### config.mk
export PLATFORM = sky130hd
export DESIGN_NAME = sbsp_top
export DESIGN_NICKNAME = d
export VERILOG_FILES = /design/src/include/sbsp_pkg.sv /design/src/rtl/sbsp_top.sv
export VERILOG_INCLUDE_DIRS = /design/src /design/src/include
export SDC_FILE = /design/constraint.sdc
export NUM_CORES = 1
export LEC_CHECK = 0
export BUFFER_PORTS_ARGS = -buffer_cell sky130_fd_sc_hd__buf_2
export CORE_ASPECT_RATIO = 0.6
export CORE_MARGIN = 5
export CORE_UTILIZATION = 30
export CTS_BUF_LIST = sky130_fd_sc_hd__clkbuf_16
export CTS_CLUSTER_DIAMETER = 30
export DETAILED_ROUTE_END_ITERATION = 8
export GPL_TIMING_DRIVEN = 0
export PLACE_DENSITY_LB_ADDON = 0.15
export SLEW_MARGIN = 20
export SYNTH_ARGS = -nofsm -noshare
export SYNTH_HDL_FRONTEND = slang
export SYNTH_SLANG_ARGS = --single-unit
### constraint.sdc
create_clock -name core_clk -period 3.55 [get_ports core_clk]
set_input_delay 0.1775 -clock core_clk [delete_from_list [all_inputs] [get_ports core_clk]]
set_output_delay 0.1775 -clock core_clk [all_outputs]
set_load 0.05 [all_outputs]
### src/include/sbsp_cfg.svh
// Constants for the block stream serial port: offsets, fields, resets, timing
`ifndef SBSP_CFG_SVH
`define SBSP_CFG_SVH

// ---------------------------------------------------------------
// Register offsets (byte addresses)
// ---------------------------------------------------------------
`define SBSP_OFF_CTRL 8'h00
`define SBSP_OFF_FIRST 8'h04
`define SBSP_OFF_LAST 8'h08
`define SBSP_OFF_STATUS 8'h0c

// ---------------------------------------------------------------
// Control register fields and reset values
// ---------------------------------------------------------------
`define SBSP_CTRL_EN 0
`define SBSP_CTRL_FAST 1
`define SBSP_CTRL_GATE 2
`define SBSP_CTRL_RDYEN 3
`define SBSP_CTRL_FSIZE_LO 4
`define SBSP_CTRL_FSIZE_HI 5
`define SBSP_CTRL_FPOL 6
`define SBSP_STAT_ADDR_LO 16
`define SBSP_RAM_AW 9
`define SBSP_RST_FIRST 9'h000
`define SBSP_RST_LAST 9'h000

// ---------------------------------------------------------------
// Timing
// ---------------------------------------------------------------
`define SBSP_CLK_HZ 25000000
`define SBSP_SLOW_HZ 5000000
`define SBSP_FAST_HZ 10000000
`define SBSP_SLOW_DIV ((`SBSP_CLK_HZ + `SBSP_SLOW_HZ - 1) / `SBSP_SLOW_HZ)
`define SBSP_FAST_DIV ((`SBSP_CLK_HZ + `SBSP_FAST_HZ - 1) / `SBSP_FAST_HZ)
`define SBSP_LEAD_SLOW 3
`define SBSP_LEAD_FAST 4
`define SBSP_TAIL_RISES 3

`endif

### src/include/sbsp_pkg.sv
// Types shared by the block stream serial port
package sbsp_pkg;

  // ---------------------------------------------------------------
  // Transfer sequencer states, one-hot
  // ---------------------------------------------------------------
  typedef enum logic [5:0] {
    ST_IDLE = 6'h01,
    ST_LEAD = 6'h02,
    ST_WAIT = 6'h04,
    ST_FRAME = 6'h08,
    ST_DATA = 6'h10,
    ST_TAIL = 6'h20
  } sbsp_state_t;

endpackage

### src/rtl/sbsp_top.sv
// Block stream serial port: streams engine RAM words out with frame pulses
//
// The implementer's own choices: the register offsets and the strobed register port.
`timescale 1ns/1ps
`include "sbsp_cfg.svh"

module sbsp_top (
  input wire logic core_clk,
  input wire logic rst,
  input wire logic ce,
  input wire logic [7:0] bus_addr,
  input wire logic [31:0] bus_wdata,
  input wire logic bus_wr,
  input wire logic bus_rd,
  output logic [31:0] bus_rdata,
  input wire logic mux_sync,
  input wire logic receiver_ready,
  input wire logic [31:0] ram_rdata,
  output logic [`SBSP_RAM_AW-1:0] ram_addr,
  output logic shift_clk,
  output logic serial_data_out,
  output logic frame_pulse
);

  // ---------------------------------------------------------------
  // Field length decode
  // ---------------------------------------------------------------
  // Bits per field; zero means the whole block is one field
  function automatic logic [5:0] field_len(input logic [1:0] fs);
    case (fs)
      2'h1: field_len = 6'h08;
      2'h2: field_len = 6'h10;
      2'h3: field_len = 6'h20;
      default: field_len = 6'h00;
    endcase
  endfunction

  // ---------------------------------------------------------------
  // Input synchronisers
  // ---------------------------------------------------------------
  logic [2:0] rdy_sync; // Three stages for the ready pin
  logic [2:0] sync_sync; // Three stages for the mux sync
  logic rdy_state; // Filtered ready level
  logic sync_state; // Filtered mux sync level
  logic next_rdy_state;
  logic next_sync_state;
  logic start_evt; // Rising mux sync seen

  // A change counts only when stages one and two agree
  always_comb begin
    next_rdy_state = (rdy_sync[1] == rdy_sync[2]) ? rdy_sync[2] : rdy_state;
    next_sync_state = (sync_sync[1] == sync_sync[2]) ? sync_sync[2] : sync_state;
  end

  // Sync chains; stage zero feeds only stage one
  always_ff @(posedge core_clk) begin
    if (rst) begin
      rdy_sync <= 3'h0;
      sync_sync <= 3'h0;
      rdy_state <= 1'b0;
      sync_state <= 1'b0;
    end else if (ce) begin
      rdy_sync <= {rdy_sync[1:0], receiver_ready};
      sync_sync <= {sync_sync[1:0], mux_sync};
      rdy_state <= next_rdy_state;
      sync_state <= next_sync_state;
    end
  end

  // Sync rises one slow tick before the engine pass
  assign start_evt = next_sync_state && !sync_state;

  // ---------------------------------------------------------------
  // Register file
  // ---------------------------------------------------------------
  logic serial_port_enable; // Master enable
  logic fast_clock_select; // Fast shift rate
  logic clock_gate_select; // Gate clock when idle
  logic ready_handshake_enable; // Honour ready input
  logic [1:0] field_size_select; // Field framing
  logic frame_polarity; // Invert frame pulse
  logic [`SBSP_RAM_AW-1:0] block_first_word; // First word address
  logic [`SBSP_RAM_AW-1:0] block_last_word; // Last word address
  logic [31:0] next_rdata;
  logic [31:0] ctrl_word;
  sbsp_pkg::sbsp_state_t state; // Sequencer state

  assign ctrl_word = {25'h0, frame_polarity, field_size_select, ready_handshake_enable,
                      clock_gate_select, fast_clock_select, serial_port_enable};

  // Read decode; unmapped offsets answer zero
  always_comb begin
    next_rdata = 32'h0;
    if (bus_rd) begin
      case (bus_addr)
        `SBSP_OFF_CTRL: next_rdata = ctrl_word;
        `SBSP_OFF_FIRST: next_rdata = {23'h0, block_first_word};
        `SBSP_OFF_LAST: next_rdata = {23'h0, block_last_word};
        `SBSP_OFF_STATUS: begin
          next_rdata[0] = (state != sbsp_pkg::ST_IDLE);
          next_rdata[1] = (state == sbsp_pkg::ST_WAIT);
          next_rdata[`SBSP_STAT_ADDR_LO +: `SBSP_RAM_AW] = ram_addr;
        end
        default: next_rdata = 32'h0;
      endcase
    end
  end

  // Writes take effect at once; read data stand one cycle only
  always_ff @(posedge core_clk) begin
    if (rst) begin
      serial_port_enable <= 1'b0;
      fast_clock_select <= 1'b0;
      clock_gate_select <= 1'b0;
      ready_handshake_enable <= 1'b0;
      field_size_select <= 2'h0;
      frame_polarity <= 1'b0;
      block_first_word <= `SBSP_RST_FIRST;
      block_last_word <= `SBSP_RST_LAST;
      bus_rdata <= 32'h0;
    end else if (ce) begin
      bus_rdata <= next_rdata;
      if (bus_wr && bus_addr == `SBSP_OFF_CTRL) begin
        serial_port_enable <= bus_wdata[`SBSP_CTRL_EN];
        fast_clock_select <= bus_wdata[`SBSP_CTRL_FAST];
        clock_gate_select <= bus_wdata[`SBSP_CTRL_GATE];
        ready_handshake_enable <= bus_wdata[`SBSP_CTRL_RDYEN];
        field_size_select <= bus_wdata[`SBSP_CTRL_FSIZE_HI:`SBSP_CTRL_FSIZE_LO];
        frame_polarity <= bus_wdata[`SBSP_CTRL_FPOL];
      end
      if (bus_wr && bus_addr == `SBSP_OFF_FIRST) begin
        block_first_word <= bus_wdata[`SBSP_RAM_AW-1:0];
      end
      if (bus_wr && bus_addr == `SBSP_OFF_LAST) begin
        block_last_word <= bus_wdata[`SBSP_RAM_AW-1:0];
      end
    end
  end

  // ---------------------------------------------------------------
  // Shift clock divider
  // ---------------------------------------------------------------
  logic [2:0] div_cnt; // Position within one shift period
  logic [2:0] next_div_cnt;
  logic [2:0] div_top; // Last count of the period
  logic [2:0] high_len; // Cycles with the clock high
  logic rise_tick; // Shift clock rises at this edge
  logic gate_on; // Clock allowed out
  logic next_sclk;
  sbsp_pkg::sbsp_state_t next_state;

  // 10 MHz rounds up to three core cycles, the nearest slower period
  always_comb begin
    div_top = fast_clock_select ? 3'(`SBSP_FAST_DIV - 1) : 3'(`SBSP_SLOW_DIV - 1);
    high_len = fast_clock_select ? 3'(`SBSP_FAST_DIV / 2) : 3'(`SBSP_SLOW_DIV / 2);
    rise_tick = (div_cnt >= div_top);
    next_div_cnt = rise_tick ? 3'h0 : div_cnt + 3'h1;
    // Gate opens only once the sequencer has left idle, so the start edge adds no rise
    gate_on = !clock_gate_select
              || (state != sbsp_pkg::ST_IDLE && next_state != sbsp_pkg::ST_IDLE);
    // Rise only on a period boundary: enabling or ungating never starts a runt pulse; disabling or gating while high cuts the pulse short
    next_sclk = serial_port_enable && gate_on
                && (rise_tick || (shift_clk && (next_div_cnt < high_len)));
  end

  // Divider keeps running so the free clock never stops while the port is enabled
  always_ff @(posedge core_clk) begin
    if (rst) begin
      div_cnt <= 3'h0;
      shift_clk <= 1'b0;
    end else if (ce) begin
      div_cnt <= next_div_cnt;
      shift_clk <= next_sclk;
    end
  end

  // ---------------------------------------------------------------
  // Transfer sequencer
  // ---------------------------------------------------------------
  logic [2:0] step_cnt; // Lead-in or tail rises seen
  logic [4:0] bit_cnt; // Bits left in shifted word
  logic [5:0] field_cnt; // Bits left in field
  logic [31:0] shreg; // Word being shifted
  logic [31:0] word_buf; // Prefetched next word
  logic last_word; // Shifted word is the block's last
  logic frame_act; // Frame pulse, active high
  logic data_q; // Serial data bit
  logic ready_ok; // Ready as seen at field start
  logic block_done;
  logic field_done;
  logic [2:0] lead_top;
  logic [2:0] next_step_cnt;
  logic [4:0] next_bit_cnt;
  logic [5:0] next_field_cnt;
  logic [31:0] next_shreg;
  logic [`SBSP_RAM_AW-1:0] next_ram_addr;
  logic next_last_word;
  logic next_frame_act;
  logic next_data;

  // Handshake disabled reads as permanently ready
  assign ready_ok = !ready_handshake_enable || rdy_state;
  assign block_done = last_word && (bit_cnt == 5'h0);
  assign field_done = (field_size_select != 2'h0) && (field_cnt == 6'h0);
  assign lead_top = fast_clock_select ? 3'(`SBSP_LEAD_FAST - 1) : 3'(`SBSP_LEAD_SLOW - 1);

  // Next-state logic; start and disable act at once, all else moves only on a shift clock rise
  always_comb begin
    next_state = state;
    next_step_cnt = step_cnt;
    next_bit_cnt = bit_cnt;
    next_field_cnt = field_cnt;
    next_shreg = shreg;
    next_ram_addr = ram_addr;
    next_last_word = last_word;
    next_frame_act = frame_act;
    next_data = data_q;
    if (!serial_port_enable) begin
      next_state = sbsp_pkg::ST_IDLE;
      next_frame_act = 1'b0;
      next_data = 1'b0;
    end else if (state == sbsp_pkg::ST_IDLE) begin
      // A sync during a transfer is ignored so the overrun completes
      if (start_evt) begin
        next_state = sbsp_pkg::ST_LEAD;
        next_step_cnt = 3'h0;
        next_bit_cnt = 5'h0;
        next_last_word = 1'b0;
        next_ram_addr = block_first_word;
      end
    end else if (rise_tick) begin
      next_frame_act = 1'b0;
      case (state)
        sbsp_pkg::ST_LEAD: begin
          if (step_cnt == lead_top) begin
            next_state = ready_ok ? sbsp_pkg::ST_FRAME : sbsp_pkg::ST_WAIT;
            next_frame_act = ready_ok;
            next_field_cnt = field_len(field_size_select);
          end else begin
            next_step_cnt = step_cnt + 3'h1;
          end
        end
        sbsp_pkg::ST_WAIT: begin
          // Ready looked at only before a field (at lead-in end, on each rise while waiting, and at field end), never inside a field
          next_state = ready_ok ? sbsp_pkg::ST_FRAME : sbsp_pkg::ST_WAIT;
          next_frame_act = ready_ok;
          next_field_cnt = field_len(field_size_select);
        end
        sbsp_pkg::ST_FRAME, sbsp_pkg::ST_DATA: begin
          if (state == sbsp_pkg::ST_DATA && block_done) begin
            next_state = sbsp_pkg::ST_TAIL;
            next_step_cnt = 3'h0;
            next_data = 1'b0;
          end else if (state == sbsp_pkg::ST_DATA && field_done) begin
            next_state = ready_ok ? sbsp_pkg::ST_FRAME : sbsp_pkg::ST_WAIT;
            next_frame_act = ready_ok;
            next_field_cnt = field_len(field_size_select);
            next_data = 1'b0;
          end else begin
            next_state = sbsp_pkg::ST_DATA;
            next_field_cnt = field_cnt - 6'h1;
            if (bit_cnt == 5'h0) begin
              // Fresh word from the prefetch buffer, MSB out first
              next_data = word_buf[31];
              next_shreg = {word_buf[30:0], 1'b0};
              next_bit_cnt = 5'h1f;
              next_last_word = (ram_addr >= block_last_word);
              next_ram_addr = ram_addr + 9'h001;
            end else begin
              next_data = shreg[31];
              next_shreg = {shreg[30:0], 1'b0};
              next_bit_cnt = bit_cnt - 5'h1;
            end
          end
        end
        sbsp_pkg::ST_TAIL: begin
          if (step_cnt == 3'(`SBSP_TAIL_RISES - 1)) begin
            next_state = sbsp_pkg::ST_IDLE;
          end else begin
            next_step_cnt = step_cnt + 3'h1;
          end
        end
        default: next_state = sbsp_pkg::ST_IDLE;
      endcase
    end
  end

  // Registers of the sequencer; RAM data sampled every cycle
  always_ff @(posedge core_clk) begin
    if (rst) begin
      state <= sbsp_pkg::ST_IDLE;
      step_cnt <= 3'h0;
      bit_cnt <= 5'h0;
      field_cnt <= 6'h0;
      shreg <= 32'h0;
      word_buf <= 32'h0;
      ram_addr <= `SBSP_RST_FIRST;
      last_word <= 1'b0;
      frame_act <= 1'b0;
      data_q <= 1'b0;
      serial_data_out <= 1'b0;
      frame_pulse <= 1'b0;
    end else if (ce) begin
      state <= next_state;
      step_cnt <= next_step_cnt;
      bit_cnt <= next_bit_cnt;
      field_cnt <= next_field_cnt;
      shreg <= next_shreg;
      word_buf <= ram_rdata;
      ram_addr <= next_ram_addr;
      last_word <= next_last_word;
      frame_act <= next_frame_act;
      data_q <= next_data;
      serial_data_out <= next_data;
      frame_pulse <= next_frame_act ^ frame_polarity;
    end
  end
endmodule

==> results of run 1 <==
==> kinds of logic after synthesis <==
| logic type | after synthesis | synth area share, % |
|---|---|---|
| DFF | 151 | 41.2 |
| buffers and inverters | 100 | 6.55 |
| and+or+nand+nor | 342 | 21.1 |
| muxes | 68 | 9.62 |
| xor gates and xnor gates | 5 | 0.597 |
| adders and majority gates | 20 | 3.41 |
| other | 1 | 0.0511 |
| AOI/OAI and AO/OA | 177 | 17.4 |
==> cell type report <==
cell class                      instances  area (sq um)  share of cell area [%]
Sequential cell                       151          3020                    32.9
Tap cell                              322           403                    4.38
Clock inverter                         15           201                    2.19
Buffer                                 75           388                    4.22
Timing Repair Buffer                  119           771                    8.38
Inverter                               25          93.8                    1.02
Clock buffer                           17           425                    4.63
Multi-Input combinational cell        626          3890                    42.3
==> final timing paths <==
kind,from,end,slack (ns),cells after the start
setup / recovery,fast_clock_select,shift_clk,0.35,11
hold / removal,bus_wdata[3],ready_handshake_enable,0.02,3
setup reg to reg,fast_clock_select,shift_clk,0.35,11
hold reg to reg,field_cnt[5],field_cnt[5],0.47,2
==> worst reg2reg max path, cell delays in order, from the launching register on <==
cell       delay (ns)
dfxtp_1          0.55
ha_1             0.33
nor2b_1          0.15
a311oi_1         0.41
clkbuf_2         0.33
and2_1           0.20
ha_1             0.24
a21oi_1          0.16
a31oi_1          0.12
a2111oi_2        0.41
o41ai_1          0.17
nand2_1          0.08
==> registers in the layout (all words and copies together), names as in the netlist, 2 cells and up <==
name / cells
bus_rdata: 18
rdy_sync: 3
state: 6
sync_sync: 3
field_cnt: 6
div_cnt: 3
field_size_select: 2
shreg: 31
bit_cnt: 5
step_cnt: 3
block_first_word: 9
word_buf: 32
ram_addr: 9
block_last_word: 9
==> power by group through the flow <==
stage / logic [uW] / clock network [uW] / registers, uW
floorplan: 152 / 0 / 1770
global placement: 237 / 0 / 1770
detailed placement: 237 / 0 / 1770
CTS: 267 / 2000 / 1740
global route: 292 / 2080 / 1740
finish: 267 / 1950 / 1740
==> metrics by stage <==
stage	instances	cell area, sq um	worst slack [ns]
floorplan	877	7380	0.848
global placement	1283	8210	0.0764
detailed placement	1283	8210	0.0897
CTS	1350	9190	0.0228
global route	1350	9190	0.123
finish	1350	9190	0.346
==> timing repair <==
action,in CTS,in global routing
hold endpoints to repair,37,0
resized for setup,0,4
hold buffers,35,0
endpoints found under the setup margin,0,1
==> cells in the mapped netlist, drive strengths merged, types with 2 or more instances <==
library cell	n	area, sq um
or3	2	12.5
mux2i	66	661
inv	24	90.1
o21a	2	15.0
nand3b	4	30.0
buf	32	225
and3	2	12.5
a41oi	2	17.5
nor3b	7	63.8
a22oi	18	135
a21oi	54	282
mux4	2	45.0
nand4	2	12.5
a22o	2	17.5
a221oi	3	38.8
a311oi	32	330
o211ai	3	22.5
nand2b	12	75.1
or2	5	31.3
o32ai	6	52.6
a21o	5	37.5
nor4	4	31.3
nor2	134	519
a211oi	2	15.0
xnor2	2	17.5
o21ai	31	163
nand2	117	439
or4b	2	20.0
a31oi	2	12.5
o41ai	2	17.5
xor2	3	26.3
a2111oi	3	32.5
nand3	21	105
ha	20	250
clkbuf	43	161
or4	2	15.0
dfxtp	151	3020
nor2b	7	43.8
and2	4	25.0
nor3	16	90.1
==> per-layer routing <==
layer  track usage (%)  wire length [microns]  part of all wire, %
met1              26.1                  12400                   55
met2              21.4                   8750                   39
met3              3.50                   1290                  5.7
met4              3.61                    206                 0.91
met5                 0                      0                    0
==> summary.md, run 1 <==
| Metric | Value |
|---|---|
| Synthesized area | `7340 sq um` |
| Routability Congestion | `0.827` |
| Area delta synth->final | `25.3%` |
| Cells after synthesis | `864` |
| Comb power frac | `6.7%` |
| Power per Cell Area | `431 nW/um^2` |
| Crit Path Category | `reg2reg` |
| Clock latency on the worst-skew pair | `0.43 ns` |
| Worst path cell trace | `ha_1 > nor2b_1 > a311oi_1 > clkbuf_2 > and2_1 > ha_1 > a21oi_1 > a31oi_1 > a2111oi_2 > o41ai_1 > nand2_1` |
| Critical path arrival | `3.58 ns` |
| Synth warnings | `0` |
| Drt first pass iters | `5` |
| ANT cells | `0` |
| Switching share of power | `24.1%` |
| Ratio of cells with drive above 1 in the final layout | `16.5%` |
| HP Class | `in2reg` |
| Cell leakage power | `0.00367 uW` |
| Synth Register Bits | `151` |
| Crit path launch type | `flip-flop` |
| Worst slew margin | `37.8%` |
| Commonest register cell after synthesis | `dfxtp_1` |
| Syn Area/Cell | `8.49 sq um` |
| Int Power | `3000 uW` |
| Peak supply drop | `0.244 mV` |
| Routed WL | `22600 microns` |
| Port Buf Inserts | `84` |
| Clock power frac | `49.4%` |
| Starting Density | `30.4%` |
| CTS tree | `done` |
| Post-synth ARST share | `0%` |
| Largest net degree at the start of global routing | `17` |
| RSZ-0062 raised after global routing | `no` |
| DIE AREA | `27800 sq um` |
| Gr usage total | `16.1%` |
| Slew @ Worst Pin | `0.933 ns` |
| First-pass GRT wire length | `35500 microns` |
| Core Area | `24100 sq um` |
| Final Total Pwr | `3960 uW` |
| Number of synthesized flops with an enable pin | `0` |
| Highest Clock Rate | `312 MHz` |
| GRT overflow | `0` |
| Initial drt markers | `514` |
| Most common cell on crit path | `ha_1` |
| Post-CTS Setup Inserts | `0` |
| Initial antenna violation count | `0` |
| Vias in the first global route | `6107` |
| Layout Utilization | `38.1%` |
| Vias per std cell | `4.86` |
| Most common cell after layout, fill and taps aside | `dfxtp_1` |
| Final hold violation count | `0` |
| Die Y | `131 microns` |
| Seq pwr share | `43.9%` |
| Fillers | `2552` |
| Max stage delay cell, worst path | `dfxtp_1` |
| Final setup vio count | `0` |
| # rows | `44` |
| Routed len/inst | `16.8 microns` |
| IO Pins | `123` |
| Crit-path max cell delay | `0.55 ns` |
| CTS clk-pin slew, worst paths | `0.07 ns` |
| Clk sink count | `151` |
| Total CTS buffers | `17` |
| Post-DP HPWL | `16900 microns` |
| Setup TNS | `0 ns` |
| Commonest cells after routing, fill and taps aside | `dfxtp_1, nor2_1, nand2_1` |
| Critical path endpoint category | `flip-flop` |
| # nets final | `1114` |
| Critical Path RT | `3.93 ns` |
| Outcome | `complete, no violations` |
| # DRC | `0` |
| Die Wd | `212 microns` |
| Distinct cells, synth | `67` |
| Final period util | `90.3%` |
| NetSw | `954 uW` |
| Tmin final | `3.20 ns` |
| CTS Root Cell | `clkbuf_16` |
| H-tree Lvls | `4` |
| Max Slew Vio Count | `0` |
| Hold_ws | `0.0233 ns` |
| CP top delay family | `compound AO/OA/AOI/OAI gates` |
| Fin Clk Skew | `0.0129 ns` |
| Share of the yosys chip area belonging to registers | `41.2%` |
| Worst Path Max Fanout | `10` |
| Via count | `6563` |
| Routed Antenna Nets | `0` |
| CP bufs+invs | `1` |
| Clock Path Buffers | `2` |
| Max-cap violations | `0` |
No activity file was read; power rests on OpenSTA's default activity.
==> run 2: changes to the inputs <==
RECOVER_POWER = 100   (was default)
==> run 2 against run 1 <==
Compared with the run above: critical path depth shrank 2; combinational power is essentially flat; cell count is the same; flip-flop and latch count is the same; largest cell class unchanged; largest power group unchanged; worst hold slack is essentially flat; power shrank 0.25%; critical endpoint is now bit_cnt[2]; utilization shrank 0.47 points; sequential share of layout area grew 0.41 points; cell area shrank 1.2%.
==> summary.md, run 2 (synthesized netlist as in run 1, its figures left out) <==
| Metric | Value |
|---|---|
| Via count | `6531 (-0.49%)` |
| R2r startpoint | `state[3]` |
| Top reg by flops | `word_buf` |
| Routed len/inst | `16.7 microns (about the same)` |
| Crit path launch type | `flip-flop` |
| Max stage delay cell, worst path | `a21oi_1` |
| Final hold violation count | `0 (unchanged)` |
| Worst slew margin | `37.3% (-0.52 points)` |
| Post-CTS Setup Inserts | `0 (unchanged)` |
| CP bufs+invs | `2 (+1)` |
| CTS Root Cell | `clkbuf_16` |
| Most common cell after layout, fill and taps aside | `dfxtp_1` |
| Peak supply drop | `0.243 mV (-0.46%)` |
| Critical Path RT | `3.89 ns (-0.04 ns)` |
| Final non-filler cell total | `1350 (unchanged)` |
| Worst Path Max Fanout | `10 (unchanged)` |
| Initial antenna violation count | `0 (unchanged)` |
| Cell leakage power | `0.00346 uW (-5.7%)` |
| Vias per std cell | `4.84 (-0.49%)` |
| Port Buf Inserts | `84 (unchanged)` |
| GRT overflow | `0 (unchanged)` |
| Crit Path Category | `reg2reg` |
| Area delta synth->final | `23.8%` |
| Max-cap violations | `0 (unchanged)` |
| HP Class | `in2reg` |
| Critical path arrival | `3.61 ns (+0.03 ns)` |
| Final period util | `92.1% (+1.8 points)` |
| Regs by FF count | `word_buf: 32 flops, shreg: 31 flops, bus_rdata: 18 flops` |
| Clock latency on the worst-skew pair | `0.43 ns (about the same)` |
| Crit-path max cell delay | `0.76 ns (+0.21 ns)` |
| CTS tree | `done` |
| Power per Cell Area | `435 nW/um^2 (+1.0%)` |
| Ratio of cells with drive above 1 in the final layout | `12.4% (-4.2 points)` |
| DIE AREA | `27800 sq um (unchanged)` |
| Routability Congestion | `0.827 (unchanged)` |
| Register-to-Register Path Depth | `9 (-2)` |
| FF/Latch Area | `3020 sq um (unchanged)` |
| Flop-to-flop setup slack | `0.28 ns (-0.06 ns)` |
| ANT cells | `0 (unchanged)` |
| Final setup vio count | `0 (unchanged)` |
| Die Y | `131 microns (unchanged)` |
| Post-place setup slack | `0.0897 ns (unchanged)` |
| Post-DP Area | `8210 sq um (unchanged)` |
| Starting Density | `30.4% (unchanged)` |
| Hold EP | `ready_handshake_enable` |
| CTS clk-pin slew, worst paths | `0.07 ns (about the same)` |
| Setup TNS | `0 ns (unchanged)` |
| Routed WL | `22600 microns (about the same)` |
| Reg2reg end | `bit_cnt[2]` |
| RSZ-0062 raised after global routing | `no` |
| Max reg flops | `32 (unchanged)` |
| # DRC | `0 (unchanged)` |
| Fin Clk Skew | `0.0127 ns (-0.000193 ns)` |
| IO Pins | `123 (unchanged)` |
| Commonest cells after routing, fill and taps aside | `dfxtp_1, nor2_1, nand2_1` |
| Initial drt markers | `580 (+13%)` |
| Final Total Pwr | `3950 uW (-0.25%)` |
| CP top delay family | `compound AO/OA/AOI/OAI gates` |
| Tmin final | `3.27 ns (+0.0639 ns)` |
| Hold Path Cell Cnt | `3 (unchanged)` |
| First-pass GRT wire length | `35500 microns (unchanged)` |
| Outcome | `complete, no violations` |
| Die Wd | `212 microns (unchanged)` |
| # rows | `44 (unchanged)` |
| Gr usage total | `16.1% (unchanged)` |
| Area occupied by multi-input gates | `3850 sq um (-1.1%)` |
| Worst path cell trace | `clkbuf_1 > xnor2_1 > nor3b_4 > o21ai_2 > or3_1 > clkbuf_1 > a21oi_1 > o21ai_0 > a221oi_2` |
| # nets final | `1114 (unchanged)` |
| Vias in the first global route | `6107 (unchanged)` |
| Max Slew Vio Count | `0 (unchanged)` |
| Fillers | `2573 (+0.82%)` |
| H-tree Lvls | `4 (unchanged)` |
| Highest Clock Rate | `306 MHz (-2.0%)` |
| Core Area | `24100 sq um (unchanged)` |
| Most common cell on crit path | `clkbuf_1` |
| Critical path endpoint category | `flip-flop` |
| Total CTS buffers | `17 (unchanged)` |
| Clock Path Buffers | `2 (unchanged)` |
| Routed Antenna Nets | `0 (unchanged)` |
| Design Area, Final | `9080 sq um (-1.2%)` |
| Clk sink count | `151 (unchanged)` |
| Inst Count DP | `1283 (unchanged)` |
| Drt first pass iters | `7 (+2)` |
| Worst hold path startpoint | `bus_wdata[3]` |
| Slew @ Worst Pin | `0.940 ns (+0.00778 ns)` |
| Largest net degree at the start of global routing | `17 (unchanged)` |
| Final worst-path setup slack | `0.282 ns (-0.0639 ns)` |
| Post-DP HPWL | `16900 microns (unchanged)` |
run 2: changes by cell type in the layout (fill, tap and decap cells not counted), moves of 2 or more:
| cell | before | now |
|---|---|---|
| buf_4 | 16 | 14 |
| buf_2 | 90 | 56 |
| and2_0 | 0 | 4 |
| buf_1 | 5 | 1 |
| clkbuf_1 | 42 | 85 |
| and2_1 | 4 | 0 |
| buf_6 | 5 | 2 |
run 2: worst max path at each step:
stage	start	endpoint	slack [ns]	depth (start not counted)
after detailed placement	fast_clock_select	shift_clk	0.09	11
final	state[3]	bit_cnt[2]	0.28	9
after global placement	fast_clock_select	shift_clk	0.08	11
after global routing	state[3]	bit_cnt[2]	0.06	9
after floorplan	fast_clock_select	shift_clk	0.85	11
after CTS	fast_clock_select	shift_clk	0.02	11
run 2: timing repair:
action / CTS / global route
setup endpoints to repair: 0 / 1
hold endpoints to repair: 37 / 0
gates resized for setup: 0 / 4
hold buffers: 35 / 0
run 2: final cells by class:
cell class,count,share of cell area [%]
clock inverters,15,2.22
multi-input cells,626,42.4
repair buffers,119,8.06
flip-flops and latches,151,33.3
plain buffers,75,3.90
clock buffers,17,4.69
well taps,322,4.44
inverters,25,1.03
run 2: report_power, final:
part	total (uW)	internal, uW	switching (uW)	leakage [uW]
clock network	1950	1180	767	0.000291
logic	266	104	161	0.00195
registers	1740	1720	16.0	0.00122
total	3950	3000	945	0.00346
run 2: worst register-to-register path, stage by stage, from the launching register on:
cell,delay (ns)
dfxtp_1,0.31
clkbuf_1,0.37
xnor2_1,0.19
nor3b_4,0.31
o21ai_2,0.18
or3_1,0.36
clkbuf_1,0.16
a21oi_1,0.76
o21ai_0,0.27
a221oi_2,0.26
run 2: per-layer routing:
layer	track usage [%]	vias to the layer above	wire length [microns]
met5	0	-	0
met4	3.61	0	174
met3	3.50	15	1420
met2	21.4	164	8760
met1	26.1	3040	12200
li1	-	3312	-
run 2: per-stage QoR:
| step | util (%) | hold WS [ns] |
|---|---|---|
| finish | 37.7 | 0.0236 |
| global route | 37.7 | 0.0258 |
| CTS | 38.1 | 0.00336 |
| detailed placement | 34.0 | 0.419 |
| global placement | 34.0 | 0.413 |
| floorplan | - | 0.321 |
==> run 3: changes to the inputs <==
CTS_BUF_LIST = default   (was sky130_fd_sc_hd__clkbuf_16)
==> run 3 against run 2 <==
Compared with the run above: clock power rose by 3%; combinational power barely moved; flip-flop and latch count did not move; sequential share of layout area fell by 0.073 points; register-to-register slack barely moved; sequential power barely moved; setup slack got worse by 0.00058 ns.
==> summary.md, run 3 (synthesized netlist as in run 1, its figures left out) <==
| Metric | Value |
|---|---|
| Vias per std cell | `4.86 (+0.41%)` |
| CTS tree | `done` |
| # DRC | `0 (unchanged)` |
| Commonest cells after routing, fill and taps aside | `dfxtp_1, nor2_1, nand2_1` |
| Vias in the first global route | `6112 (+0.082%)` |
| Final Total Pwr | `4000 uW (+1.3%)` |
| ANT cells | `0 (unchanged)` |
| Area delta synth->final | `24.0%` |
| CTS clk-pin slew, worst paths | `0.07 ns (about the same)` |
| Hold_ws | `0.0189 ns (-0.00471 ns)` |
| Post-DP HPWL | `16900 microns (unchanged)` |
| Routed WL | `22700 microns (+0.34%)` |
| Top reg by flops | `word_buf` |
| GRT overflow | `0 (unchanged)` |
| Port Buf Inserts | `84 (unchanged)` |
| Total CTS buffers | `17 (unchanged)` |
| CP bufs+invs | `2 (unchanged)` |
| Crit Path Category | `reg2reg` |
| RSZ-0062 raised after global routing | `no` |
| Max stage delay cell, worst path | `a21oi_1` |
| Final setup vio count | `0 (unchanged)` |
| Critical path arrival | `3.62 ns (about the same)` |
| Max reg flops | `32 (unchanged)` |
| # nets final | `1114 (unchanged)` |
| Gr usage total | `16.1% (unchanged)` |
| FF/Latch Area | `3020 sq um (unchanged)` |
| Worst slew margin | `36.9% (-0.43 points)` |
| HP Class | `in2reg` |
| Final period util | `92.1% (about the same)` |
| First-pass GRT wire length | `35500 microns (about the same)` |
| Max Slew Vio Count | `0 (unchanged)` |
| Ratio of cells with drive above 1 in the final layout | `12.5% (+0.19 points)` |
| Power per Cell Area | `440 nW/um^2 (+1.1%)` |
| Final non-filler cell total | `1350 (unchanged)` |
| IO Pins | `123 (unchanged)` |
| Cell leakage power | `0.00347 uW (+0.33%)` |
| Final hold violation count | `0 (unchanged)` |
| Routed len/inst | `16.8 microns (+0.34%)` |
| Drt first pass iters | `6 (-1)` |
| Fillers | `2570 (-0.12%)` |
| Die Wd | `212 microns (unchanged)` |
| Core Area | `24100 sq um (unchanged)` |
| Highest Clock Rate | `306 MHz (about the same)` |
| Starting Density | `30.4% (unchanged)` |
| CTS Root Cell | `clkbuf_16` |
| Peak supply drop | `0.245 mV (+0.80%)` |
| Clock latency on the worst-skew pair | `0.44 ns (about the same)` |
| Most common cell on crit path | `clkbuf_1` |
| Die Y | `131 microns (unchanged)` |
| Crit-path max cell delay | `0.78 ns (+0.02 ns)` |
| Initial drt markers | `567 (-2.2%)` |
| H-tree Lvls | `4 (unchanged)` |
| Outcome | `complete, no violations` |
| CP top delay family | `compound AO/OA/AOI/OAI gates` |
| Clock Path Buffers | `2 (unchanged)` |
| Max-cap violations | `0 (unchanged)` |
| Via count | `6558 (+0.41%)` |
| Clk sink count | `151 (unchanged)` |
| Most common cell after layout, fill and taps aside | `dfxtp_1` |
| Routed Antenna Nets | `0 (unchanged)` |
| Inst Count DP | `1283 (unchanged)` |
| Fin Clk Skew | `0.0123 ns (-0.000400 ns)` |
| DIE AREA | `27800 sq um (unchanged)` |
| Critical path endpoint category | `flip-flop` |
| Critical Path RT | `3.90 ns (about the same)` |
| Post-CTS Setup Inserts | `0 (unchanged)` |
| Area occupied by multi-input gates | `3850 sq um (unchanged)` |
| Setup TNS | `0 ns (unchanged)` |
| Worst path cell trace | `clkbuf_1 > xnor2_1 > nor3b_4 > o21ai_2 > or3_1 > clkbuf_1 > a21oi_1 > o21ai_0 > a221oi_2` |
| Tmin final | `3.27 ns (+0.000579 ns)` |
| Worst Path Max Fanout | `10 (unchanged)` |
| Regs by FF count | `word_buf: 32 flops, shreg: 31 flops, bus_rdata: 18 flops` |
| Slew @ Worst Pin | `0.947 ns (+0.00650 ns)` |
| # rows | `44 (unchanged)` |
| Largest net degree at the start of global routing | `17 (unchanged)` |
| Initial antenna violation count | `0 (unchanged)` |
| Crit path launch type | `flip-flop` |
| Routability Congestion | `0.827 (unchanged)` |
-- run 3: cell count changes in the layout (fill, tap and decap cells not counted), sizes merged --
cell	before	now
clkinv	6	4
clkbuf	103	105
-- run 3: metrics by stage --
stage	cell area [sq um]	worst slack (ns)	utilization, %
6_report	9100	0.281	37.7
5_1_grt	9100	0.0582	37.7
3_5_place_dp	8210	0.0897	34.0
3_3_place_gp	8210	0.0764	34.0
2_1_floorplan	7380	0.848	-
4_1_cts	9210	0.0228	38.2
-- run 3: worst min-delay path: stages --
cell and delay [ns]:
buf_2 0.11, mux2i_1 0.06, nor2_1 0.07
-- run 3: cell type report --
class	count	share of cell area, %
timing repair buffer	119	8.04
inverter	25	1.03
sequential	151	33.2
buffer	75	3.89
tap	322	4.43
multi-input combinational	626	42.3
clock buffer	19	4.98
clock inverter	13	2.13
-- run 3: where the power goes --
part / total (uW) / leakage [uW] / switching (uW) / internal (uW)
combinational: 266 / 0.00195 / 161 / 104
clock: 2000 / 0.000302 / 776 / 1220
sequential: 1740 / 0.00122 / 16.0 / 1720
total: 4000 / 0.00347 / 954 / 3050
-- run 3: what timing repair did --
| item | 4_1_cts | 5_1_grt |
|---|---|---|
| endpoints found under the setup margin | 0 | 1 |
| resized for setup | 0 | 4 |
| hold endpoints to repair | 37 | 0 |
| hold buffers | 35 | 0 |
-- run 3: worst paths after layout --
check                           slack [ns]                      to          from  cells past startpoint
worst max-delay path                  0.28              bit_cnt[2]      state[3]                      9
worst max register to register        0.28              bit_cnt[2]      state[3]                      9
worst min register to register        0.47            field_cnt[5]  field_cnt[5]                      2
worst min-delay path                  0.02  ready_handshake_enable  bus_wdata[3]                      3
-- run 3: per-layer routing --
layer / routed length (microns) / share of wire [%] / global-route usage (%)
met5: 0 / 0 / 0
met4: 175 / 0.77 / 3.72
met3: 1450 / 6.4 / 3.43
met2: 8760 / 39 / 21.5
met1: 12300 / 54 / 26.0
